--- src/core/pmcm_defines.svh ---
`ifndef PMCM_DEFINES_SVH
`define PMCM_DEFINES_SVH

// Register byte offsets
`define PMCM_REG_VRCTL 4'h0
`define PMCM_REG_PLLCTL 4'h4
`define PMCM_REG_DIV 4'h8
`define PMCM_REG_STATUS 4'hC

// Regulator control fields
`define PMCM_VR_PWRUP_BIT 0
`define PMCM_VR_CLKPIN_BIT 1
`define PMCM_VR_RSTWAKE_BIT 2
`define PMCM_VR_FLAGWAKE_BIT 3
`define PMCM_VR_MASK_LSB 8
`define PMCM_VR_RESET 32'h0000_0005

// PLL control fields
`define PMCM_PLL_BYPASS_BIT 0
`define PMCM_PLL_MULT_LSB 1
`define PMCM_PLL_DEEP_BIT 8
`define PMCM_PLL_MULT_RESET 6'h06
`define PMCM_PLL_MULT_MIN 6'h05

// Divider fields
`define PMCM_DIV_SSEL_LSB 0
`define PMCM_DIV_CSEL_LSB 4
`define PMCM_DIV_SSEL_RESET 4'h5
`define PMCM_DIV_CSEL_RESET 2'h0

`endif

--- src/core/pmcm_pkg.sv ---
package pmcm_pkg;

    typedef enum logic [2:0] {
        PMCM_PWRUP = 3'b000,
        PMCM_FULL = 3'b001,
        PMCM_ACTIVE = 3'b010,
        PMCM_DEEP = 3'b011,
        PMCM_HIB = 3'b100
    } pmcm_mode_type;

    typedef struct packed {
        logic cyc;
        logic stb;
        logic we;
        logic [3:0] sel;
        logic [3:0] adr;
        logic [31:0] dat;
    } pmcm_wb_req_type;

    typedef struct packed {
        logic ack;
        logic [31:0] dat;
    } pmcm_wb_rsp_type;

    typedef struct packed {
        logic core_en;
        logic sys_en;
    } pmcm_clk_type;

endpackage

--- src/core/pmcm_top.sv ---
`timescale 1ns/1ps
`include "pmcm_defines.svh"
// Operation
// - Deep sleep stops core and system clocks.
// - In deep sleep, asynchronous peripherals are blocked from internal and external memory.
// - Deep sleep exits only on reset or an enabled pin wake.
// - Reset during deep sleep goes to full-on mode.
// - Pin wake from deep sleep goes to active mode, core state kept.
// - Writing zero to power-up bit stops clocks and drops regulator wake output.
// - In hibernate, external pins float.
// - Hibernate wakes on enabled reset or flag event, running full reset sequence.
// - Regulator wake output is high for power-up, marking a wake event.
// - Regulator control register survives hibernate; all else is cleared.
// - Start is held off until power good is reported.
// - Multiplier programmable 5 to 64, default 6.
// - Core and system clocks both derive from the input clock.
// - Four-bit system divider, divisors 1 through 15.
// - New system divider applies at the end of the current period, no lock delay.
// - Core divider codes 00..11 give 1, 2, 4, 8, changeable on the fly.
// - Clock output pin follows system clock, floating until enabled.
// - Full-on, not bypassed, is the default after power-up.
// - Active mode bypasses the multiplier, clocks run at input clock rate; the core and system dividers still divide the input clock here.
module pmcm_top
    import pmcm_pkg::*;
#(
    parameter int GPIO_W = 8
) (
    input wire logic clk_i,
    input wire logic rst_i,
    input wire pmcm_wb_req_type wb_req_i,
    output pmcm_wb_rsp_type wb_rsp_o,
    input wire logic input_clock_tick_i,
    input wire logic reset_pin_i,
    input wire logic [GPIO_W-1:0] gpio_wake_i,
    input wire logic power_good_in_i,
    output pmcm_clk_type clk_o,
    output logic [5:0] pll_mult_o,
    output logic pll_bypass_o,
    output logic async_block_o,
    output logic core_reset_o,
    output logic pins_hiz_o,
    output logic regulator_wake_out_o,
    output logic sysclk_output_pin_o,
    output logic sysclk_output_pin_oe_o
);

    pmcm_mode_type mode_ff, nxt_mode;
    logic [31:0] vrctl_ff, nxt_vrctl;
    logic bypass_ff, nxt_bypass;
    logic [5:0] mult_ff, nxt_mult;
    logic [3:0] ssel_ff, nxt_ssel;
    logic [1:0] csel_ff, nxt_csel;
    logic ack_ff, nxt_ack;
    logic [31:0] rdat_ff, nxt_rdat;
    logic wake_ff, nxt_wake;
    logic creset_ff, nxt_creset;

    logic wb_req;
    logic wb_wr;
    logic deep_req;
    logic pin_wake;
    logic [31:0] wmask;
    logic [31:0] wdat;

    // One request per ack: the ack flop masks a strobe that is still held
    assign wb_req = wb_req_i.cyc & wb_req_i.stb & ~ack_ff;
    assign wb_wr = wb_req & wb_req_i.we;
    assign wmask = {{8{wb_req_i.sel[3]}}, {8{wb_req_i.sel[2]}},
                    {8{wb_req_i.sel[1]}}, {8{wb_req_i.sel[0]}}};
    assign wdat = wb_req_i.dat & wmask;
    // Wake pins are sampled every clock; a 10 ns level spans at least two edges
    assign pin_wake = |(gpio_wake_i & vrctl_ff[`PMCM_VR_MASK_LSB +: GPIO_W]);
    assign deep_req = wb_wr && wb_req_i.adr == `PMCM_REG_PLLCTL
                      && wb_req_i.sel[1] && wb_req_i.dat[`PMCM_PLL_DEEP_BIT];

    // Mode and register state
    always_comb begin
        nxt_mode = mode_ff;
        nxt_vrctl = vrctl_ff;
        nxt_bypass = bypass_ff;
        nxt_mult = mult_ff;
        nxt_ssel = ssel_ff;
        nxt_csel = csel_ff;
        nxt_ack = wb_req;
        nxt_rdat = 32'h0000_0000;
        nxt_wake = wake_ff;
        nxt_creset = creset_ff;
        if (wb_req && !wb_req_i.we) begin
            unique case (wb_req_i.adr)
                `PMCM_REG_VRCTL: nxt_rdat = vrctl_ff;
                `PMCM_REG_PLLCTL: nxt_rdat = {25'h0, mult_ff, bypass_ff};
                `PMCM_REG_DIV: nxt_rdat = {26'h0, csel_ff, ssel_ff};
                `PMCM_REG_STATUS: nxt_rdat = {27'h0, power_good_in_i, 1'b0, mode_ff};
                default: nxt_rdat = 32'h0000_0000;
            endcase
        end
        if (wb_wr) begin
            unique case (wb_req_i.adr)
                `PMCM_REG_VRCTL: nxt_vrctl = (vrctl_ff & ~wmask) | wdat;
                `PMCM_REG_PLLCTL: begin
                    if (wb_req_i.sel[0]) begin
                        nxt_bypass = wb_req_i.dat[`PMCM_PLL_BYPASS_BIT];
                        // Out-of-range factors are refused, old value kept
                        if (wb_req_i.dat[`PMCM_PLL_MULT_LSB +: 6] >= `PMCM_PLL_MULT_MIN
                            || wb_req_i.dat[`PMCM_PLL_MULT_LSB +: 6] == 6'h00) begin
                            nxt_mult = wb_req_i.dat[`PMCM_PLL_MULT_LSB +: 6];
                        end
                    end
                end
                `PMCM_REG_DIV: begin
                    if (wb_req_i.sel[0]) begin
                        nxt_ssel = wb_req_i.dat[`PMCM_DIV_SSEL_LSB +: 4];
                        nxt_csel = wb_req_i.dat[`PMCM_DIV_CSEL_LSB +: 2];
                    end
                end
                default: ;
            endcase
        end
        unique case (mode_ff)
            PMCM_PWRUP: begin
                nxt_wake = 1'b1;
                nxt_creset = 1'b1;
                if (power_good_in_i) begin
                    nxt_mode = PMCM_FULL;
                    nxt_creset = 1'b0;
                end
            end
            PMCM_FULL, PMCM_ACTIVE: begin
                if (!nxt_vrctl[`PMCM_VR_PWRUP_BIT]) begin
                    nxt_mode = PMCM_HIB;
                    nxt_wake = 1'b0;
                end else if (deep_req) begin
                    nxt_mode = PMCM_DEEP;
                end else begin
                    nxt_mode = nxt_bypass ? PMCM_ACTIVE : PMCM_FULL;
                end
            end
            PMCM_DEEP: begin
                // Bus writes cannot end deep sleep, only the two wake sources
                if (reset_pin_i) begin
                    nxt_mode = PMCM_FULL;
                    nxt_bypass = 1'b0;
                end else if (pin_wake) begin
                    // Core is not reset, so execution resumes in place
                    nxt_mode = PMCM_ACTIVE;
                    nxt_bypass = 1'b1;
                end
            end
            PMCM_HIB: begin
                // Enables come from the stored register, not from a write in flight
                if ((reset_pin_i && vrctl_ff[`PMCM_VR_RSTWAKE_BIT])
                    || (pin_wake && vrctl_ff[`PMCM_VR_FLAGWAKE_BIT])) begin
                    nxt_mode = PMCM_PWRUP;
                    nxt_wake = 1'b1;
                    nxt_creset = 1'b1;
                    nxt_vrctl[`PMCM_VR_PWRUP_BIT] = 1'b1;
                    // Everything except regulator control is lost
                    nxt_bypass = 1'b0;
                    nxt_mult = `PMCM_PLL_MULT_RESET;
                    nxt_ssel = `PMCM_DIV_SSEL_RESET;
                    nxt_csel = `PMCM_DIV_CSEL_RESET;
                end
            end
            default: nxt_mode = PMCM_PWRUP;
        endcase
    end

    always_ff @(posedge clk_i) begin
        if (rst_i) begin
            mode_ff <= PMCM_PWRUP;
            vrctl_ff <= `PMCM_VR_RESET;
            bypass_ff <= 1'b0;
            mult_ff <= `PMCM_PLL_MULT_RESET;
            ssel_ff <= `PMCM_DIV_SSEL_RESET;
            csel_ff <= `PMCM_DIV_CSEL_RESET;
            ack_ff <= 1'b0;
            rdat_ff <= 32'h0000_0000;
            wake_ff <= 1'b1;
            creset_ff <= 1'b1;
        end else begin
            mode_ff <= nxt_mode;
            vrctl_ff <= nxt_vrctl;
            bypass_ff <= nxt_bypass;
            mult_ff <= nxt_mult;
            ssel_ff <= nxt_ssel;
            csel_ff <= nxt_csel;
            ack_ff <= nxt_ack;
            rdat_ff <= nxt_rdat;
            wake_ff <= nxt_wake;
            creset_ff <= nxt_creset;
        end
    end

    // Clock dividers. A period in progress always completes with its old
    // ratio, so a divider change never yields a short pulse.
    logic [3:0] scnt_ff, nxt_scnt;
    logic [3:0] sdiv_ff, nxt_sdiv;
    logic [7:0] ccnt_ff, nxt_ccnt;
    logic [7:0] cdiv_ff, nxt_cdiv;
    logic core_en_ff, nxt_core_en;
    logic sys_en_ff, nxt_sys_en;
    logic pin_ff, nxt_pin;
    logic tick;
    logic run;
    logic [3:0] ssel_eff;

    // Full-on uses the multiplied rate (clk_i), active uses the input clock
    assign tick = (mode_ff == PMCM_ACTIVE) ? input_clock_tick_i : 1'b1;
    assign run = (mode_ff == PMCM_FULL) || (mode_ff == PMCM_ACTIVE);
    // Divisor 0 is not legal; treated as 1 so the clock never stops
    assign ssel_eff = (ssel_ff == 4'h0) ? 4'h1 : ssel_ff;

    always_comb begin
        nxt_scnt = scnt_ff;
        nxt_sdiv = sdiv_ff;
        nxt_ccnt = ccnt_ff;
        nxt_cdiv = cdiv_ff;
        nxt_sys_en = 1'b0;
        nxt_core_en = 1'b0;
        nxt_pin = 1'b0;
        // Stopped modes restart the count, so the first period after a wake is whole
        if (!run) begin
            nxt_scnt = 4'h0;
            nxt_ccnt = 8'h00;
        end else if (tick) begin
            if (scnt_ff >= sdiv_ff - 4'h1) begin
                nxt_scnt = 4'h0;
                nxt_sys_en = 1'b1;
                nxt_pin = 1'b1;
                nxt_sdiv = ssel_eff;
            end else begin
                nxt_scnt = scnt_ff + 4'h1;
            end
            if (ccnt_ff >= cdiv_ff - 8'h01) begin
                nxt_ccnt = 8'h00;
                nxt_core_en = 1'b1;
                nxt_cdiv = 8'h01 << csel_ff;
            end else begin
                nxt_ccnt = ccnt_ff + 8'h01;
            end
        end
    end

    always_ff @(posedge clk_i) begin
        if (rst_i) begin
            scnt_ff <= 4'h0;
            sdiv_ff <= `PMCM_DIV_SSEL_RESET;
            ccnt_ff <= 8'h00;
            cdiv_ff <= 8'h01;
            sys_en_ff <= 1'b0;
            core_en_ff <= 1'b0;
            pin_ff <= 1'b0;
        end else begin
            scnt_ff <= nxt_scnt;
            sdiv_ff <= nxt_sdiv;
            ccnt_ff <= nxt_ccnt;
            cdiv_ff <= nxt_cdiv;
            sys_en_ff <= nxt_sys_en;
            core_en_ff <= nxt_core_en;
            pin_ff <= nxt_pin;
        end
    end

    // Status outputs, each registered
    logic block_ff, nxt_block;
    logic hiz_ff, nxt_hiz;
    logic pin_oe_ff, nxt_pin_oe;

    // Decoded from the next mode so they switch on the same edge as the mode
    always_comb begin
        nxt_block = (nxt_mode == PMCM_DEEP);
        nxt_hiz = (nxt_mode == PMCM_HIB);
        nxt_pin_oe = nxt_vrctl[`PMCM_VR_CLKPIN_BIT] && (nxt_mode != PMCM_HIB);
    end

    always_ff @(posedge clk_i) begin
        if (rst_i) begin
            block_ff <= 1'b0;
            hiz_ff <= 1'b0;
            pin_oe_ff <= 1'b0;
        end else begin
            block_ff <= nxt_block;
            hiz_ff <= nxt_hiz;
            pin_oe_ff <= nxt_pin_oe;
        end
    end

    assign wb_rsp_o.ack = ack_ff;
    assign wb_rsp_o.dat = rdat_ff;
    assign clk_o.core_en = core_en_ff;
    assign clk_o.sys_en = sys_en_ff;
    assign pll_mult_o = mult_ff;
    assign pll_bypass_o = bypass_ff;
    assign async_block_o = block_ff;
    assign core_reset_o = creset_ff;
    assign pins_hiz_o = hiz_ff;
    assign regulator_wake_out_o = wake_ff;
    assign sysclk_output_pin_o = pin_ff;
    assign sysclk_output_pin_oe_o = pin_oe_ff;

endmodule

--- config.mk ---
export PLATFORM = sky130hd
export DESIGN_NAME = pmcm_top
export DESIGN_NICKNAME = d
export VERILOG_FILES = /design/src/core/pmcm_pkg.sv /design/src/core/pmcm_top.sv
export VERILOG_INCLUDE_DIRS = /design/src /design/src/core
export SDC_FILE = /design/constraint.sdc
export NUM_CORES = 1
export LEC_CHECK = 0
export ABC_AREA = 1
export BUFFER_PORTS_ARGS = -buffer_cell sky130_fd_sc_hd__buf_4
export CORE_ASPECT_RATIO = 0.5
export CORE_UTILIZATION = 48
export CTS_CLUSTER_DIAMETER = 100
export DETAILED_ROUTE_END_ITERATION = 8
export PLACE_DENSITY_LB_ADDON = 0.08
export SYNTH_ARGS = -nofsm -noshare
export SYNTH_HDL_FRONTEND = slang
export SYNTH_SLANG_ARGS = --single-unit
--- constraint.sdc ---
create_clock -name clk_i -period 1.75 [get_ports clk_i]
set_input_delay 0 -clock clk_i [delete_from_list [all_inputs] [get_ports clk_i]]
set_output_delay 0 -clock clk_i [all_outputs]
set_load 0.03 [all_outputs]
==> impl_metrics.tcl <==
set metrics [dict create \
    r2r_cells 11 \
    core_area_um2 8949 \
    synth_compound_area_share_pct 11.79 \
    viasPerCell 4.962 \
    cp_max_fo 5 \
    grt_max_degree 31 \
    yosysMostFrequentCell "nand2_1" \
    worst_hold_slack_ns 0.01710 \
    diodes 0 \
    min_period_over_period_pct 112.6 \
    grt_use_total_pct 24.19 \
    critPathLaunchType "flop" \
    dieArea_um2 9927 \
    yosysUniqueCellTypes 37 \
    synth_xor_xnor_area_share_pct 1.919 \
    slew_violations 0 \
    drtIter0Drc 163 \
    place_inst 821 \
    synth_top_family_by_area "simple AND/OR/NAND/NOR gates" \
    power_density_nw_per_um2 941.9 \
    cp.arrival_ns 2.21 \
    cts_sinks 108 \
    rsz0062_at_grt "yes" \
    syn_avg_cell_area_um2 7.633 \
    p_total_mw 6.144 \
    firstDrtPassIters 5 \
    cts_made_buffers 9 \
    num_vias 4362 \
    fill_cells 706 \
    instances_no_fill 879 \
    row_count 24 \
    muxShareOfSynthArea_pct 0.2193 \
    synth_edf_count 0 \
    drv_cap 0 \
    fp.dieH_um 70.96 \
    setup_ws_ns -0.2200 \
    synthesis.instances 598 \
    placed_area_um2 5563 \
    start_util_pct 51.01 \
    cp.required_ns 1.99 \
    clockRootBuffer "clkbuf_16" \
    ys_ff_latch 108 \
    fin_crit_ns 1.970 \
    drt-total-wl_mm 11.90 \
    fin_nets 830 \
    yosys.area.top_type "dfxtp_1" \
    postLayoutCellArea_um2 6523 \
    hp-class "input port to flop" \
    clock.fmax_mhz 507.6 \
    num_io_pins 104 \
    insertion_delay_ns 0.35 \
    clock_tree.buffer_depth 2 \
    ir_drop_uv 578.4 \
    min_path_cells 4 \
    yosys_most_used_dff "dfxtp_1" \
    grt_pass1_vias 4028 \
    crit_path_end_kind "flop" \
    synth_fp_nets 671 \
    yosys.area_share.simple_pct 25.16 \
    synth_fa_ha_area_share_pct 4.660 \
    synthTopCellsByArea "dfxtp_1 (47%), nand2_1 (9.9%), nor2_1 (6.7%)" \
    power_leakage_nw 2.946 \
    slew_headroom_pct 70.34 \
    yosysWarnings 0 \
    drc 0 \
    status "complete, but fails checks" \
    io_buffers 103 \
    worstMarginPinSlew_ns 0.4415 \
    die_x_um 139.9 \
    gp_congestion 0.8682 \
    fin_util_pct 72.89 \
    path_clk_slew_ns 0.07 \
    skew_ns 0.008127 \
    drive_gt1_share_pct 27.82 \
    grt_overflow 0 \
    ant_nets 0 \
    hpwlAfterDp_mm 7.942 \
    cts_tree "yes" \
    area_growth_pct 42.90 \
    synthTopCellsByCount "nand2_1 (120), dfxtp_1 (108), nor2_1 (82), inv_1 (81), o21ai_0 (36)" \
    finalHoldViolations 0 \
    worstSetupPathType "flop to flop" \
    grt_pass1_wl_mm 18.80 \
    antenna_found_initial 0 \
    netlist_area_um2 4564 \
    setup_violations 13 \
    avgRoutedWirePerCell_um 13.54 \
    synthArstFlopShare_pct 0 \
    synth.top_cell.area_share_pct 47.37 \
    h-tree-depth 3 \
    synth_seq_area_share_pct 47.37 \
    violations "setup timing" \
]
[through the flow]
step | setup slack, ns | TNS [ns]
global placement | -0.1155 | -1.025
detailed placement | -0.1769 | -1.579
finish | -0.2200 | -2.349
global route | -0.3532 | -4.399
CTS | -0.1327 | -1.117
floorplan | -0.0002228 | -0.0004456
[worst max-delay path: stages (launching register included)]
cell	delay, ns
dfxtp_4	0.36
nor3_4	0.21
ha_4	0.16
inv_2	0.04
ha_4	0.25
a21oi_2	0.15
o21a_1	0.23
nand3_4	0.16
nand2_4	0.13
inv_4	0.05
nor2_1	0.08
nor2_1	0.04
[layer usage]
layer	share of wire [%]	routed length, um	global-route usage, %	vias up
met5	0	0	0	-
met4	1.1	134	6.227	0
met3	6.1	724	7.041	11
met2	49	5885	41.94	102
met1	43	5158	29.78	2009
li1	-	-	-	2240
[power by group]
group / total, mW / switching (mW) / internal, mW
logic: 1.61 / 0.879 / 0.728
clock network: 1.98 / 0.949 / 1.03
registers: 2.56 / 0.0427 / 2.51
total: 6.14 / 1.87 / 4.27
[repair_timing]
item / in CTS / in global routing
setup buffers: 2 / 3
endpoints found under the hold margin: 45 / 4
setup endpoints to repair: 19 / 21
resized for setup: 12 / 53
hold buffers: 34 / 3
pin swaps: 15 / 19
[cell families (layout without fill, tap and decap cells)]
| family | after synthesis | in the layout |
|---|---|---|
| compound gates | 95 | 95 |
| xor+xnor | 10 | 10 |
| buf+inv | 102 | 266 |
| simple gates | 265 | 265 |
| fa+ha+maj | 17 | 17 |
| flops | 108 | 108 |
| mux | 1 | 1 |
[cells in the final DEF, fill, tap and decap left out, types with 9 or more instances in the layout]
master           n
dlygate4sd3_1   37
clkbuf_16        9
buf_4          128
o211ai_1         9
dfxtp_1        102
inv_1           75
nand3_1         16
nand2_1        110
nor2_1          76
o21ai_0         34
ha_1            10
nor3_1          19
a21oi_1         24
[final cells by class]
cell class | count | area, um^2 | area share [%]
Multi-Input combinational cell | 388 | 2261 | 34.66
Sequential cell | 108 | 2172 | 33.30
Timing Repair Buffer | 165 | 1331 | 20.41
Inverter | 85 | 321.6 | 4.930
Clock buffer | 10 | 239.0 | 3.664
Tap cell | 117 | 146.4 | 2.244
Clock inverter | 6 | 51.30 | 0.7865
[final timing paths]
check | startpoint | slack (ns) | end
worst min-delay path | wb_req_i[36] | 0.02 | vrctl_ff[0]$_SDFF_PP1_
worst max-delay path | cdiv_ff[0]$_SDFFE_PP1P_ | -0.22 | cdiv_ff[3]$_SDFFE_PP0P_
worst min register to register | flop | 0.44 | rdat_ff[28]$_SDFF_PP0_
worst max register to register | cdiv_ff[0]$_SDFFE_PP1P_ | -0.22 | cdiv_ff[3]$_SDFFE_PP0P_
(Power assumes the default switching activity.)
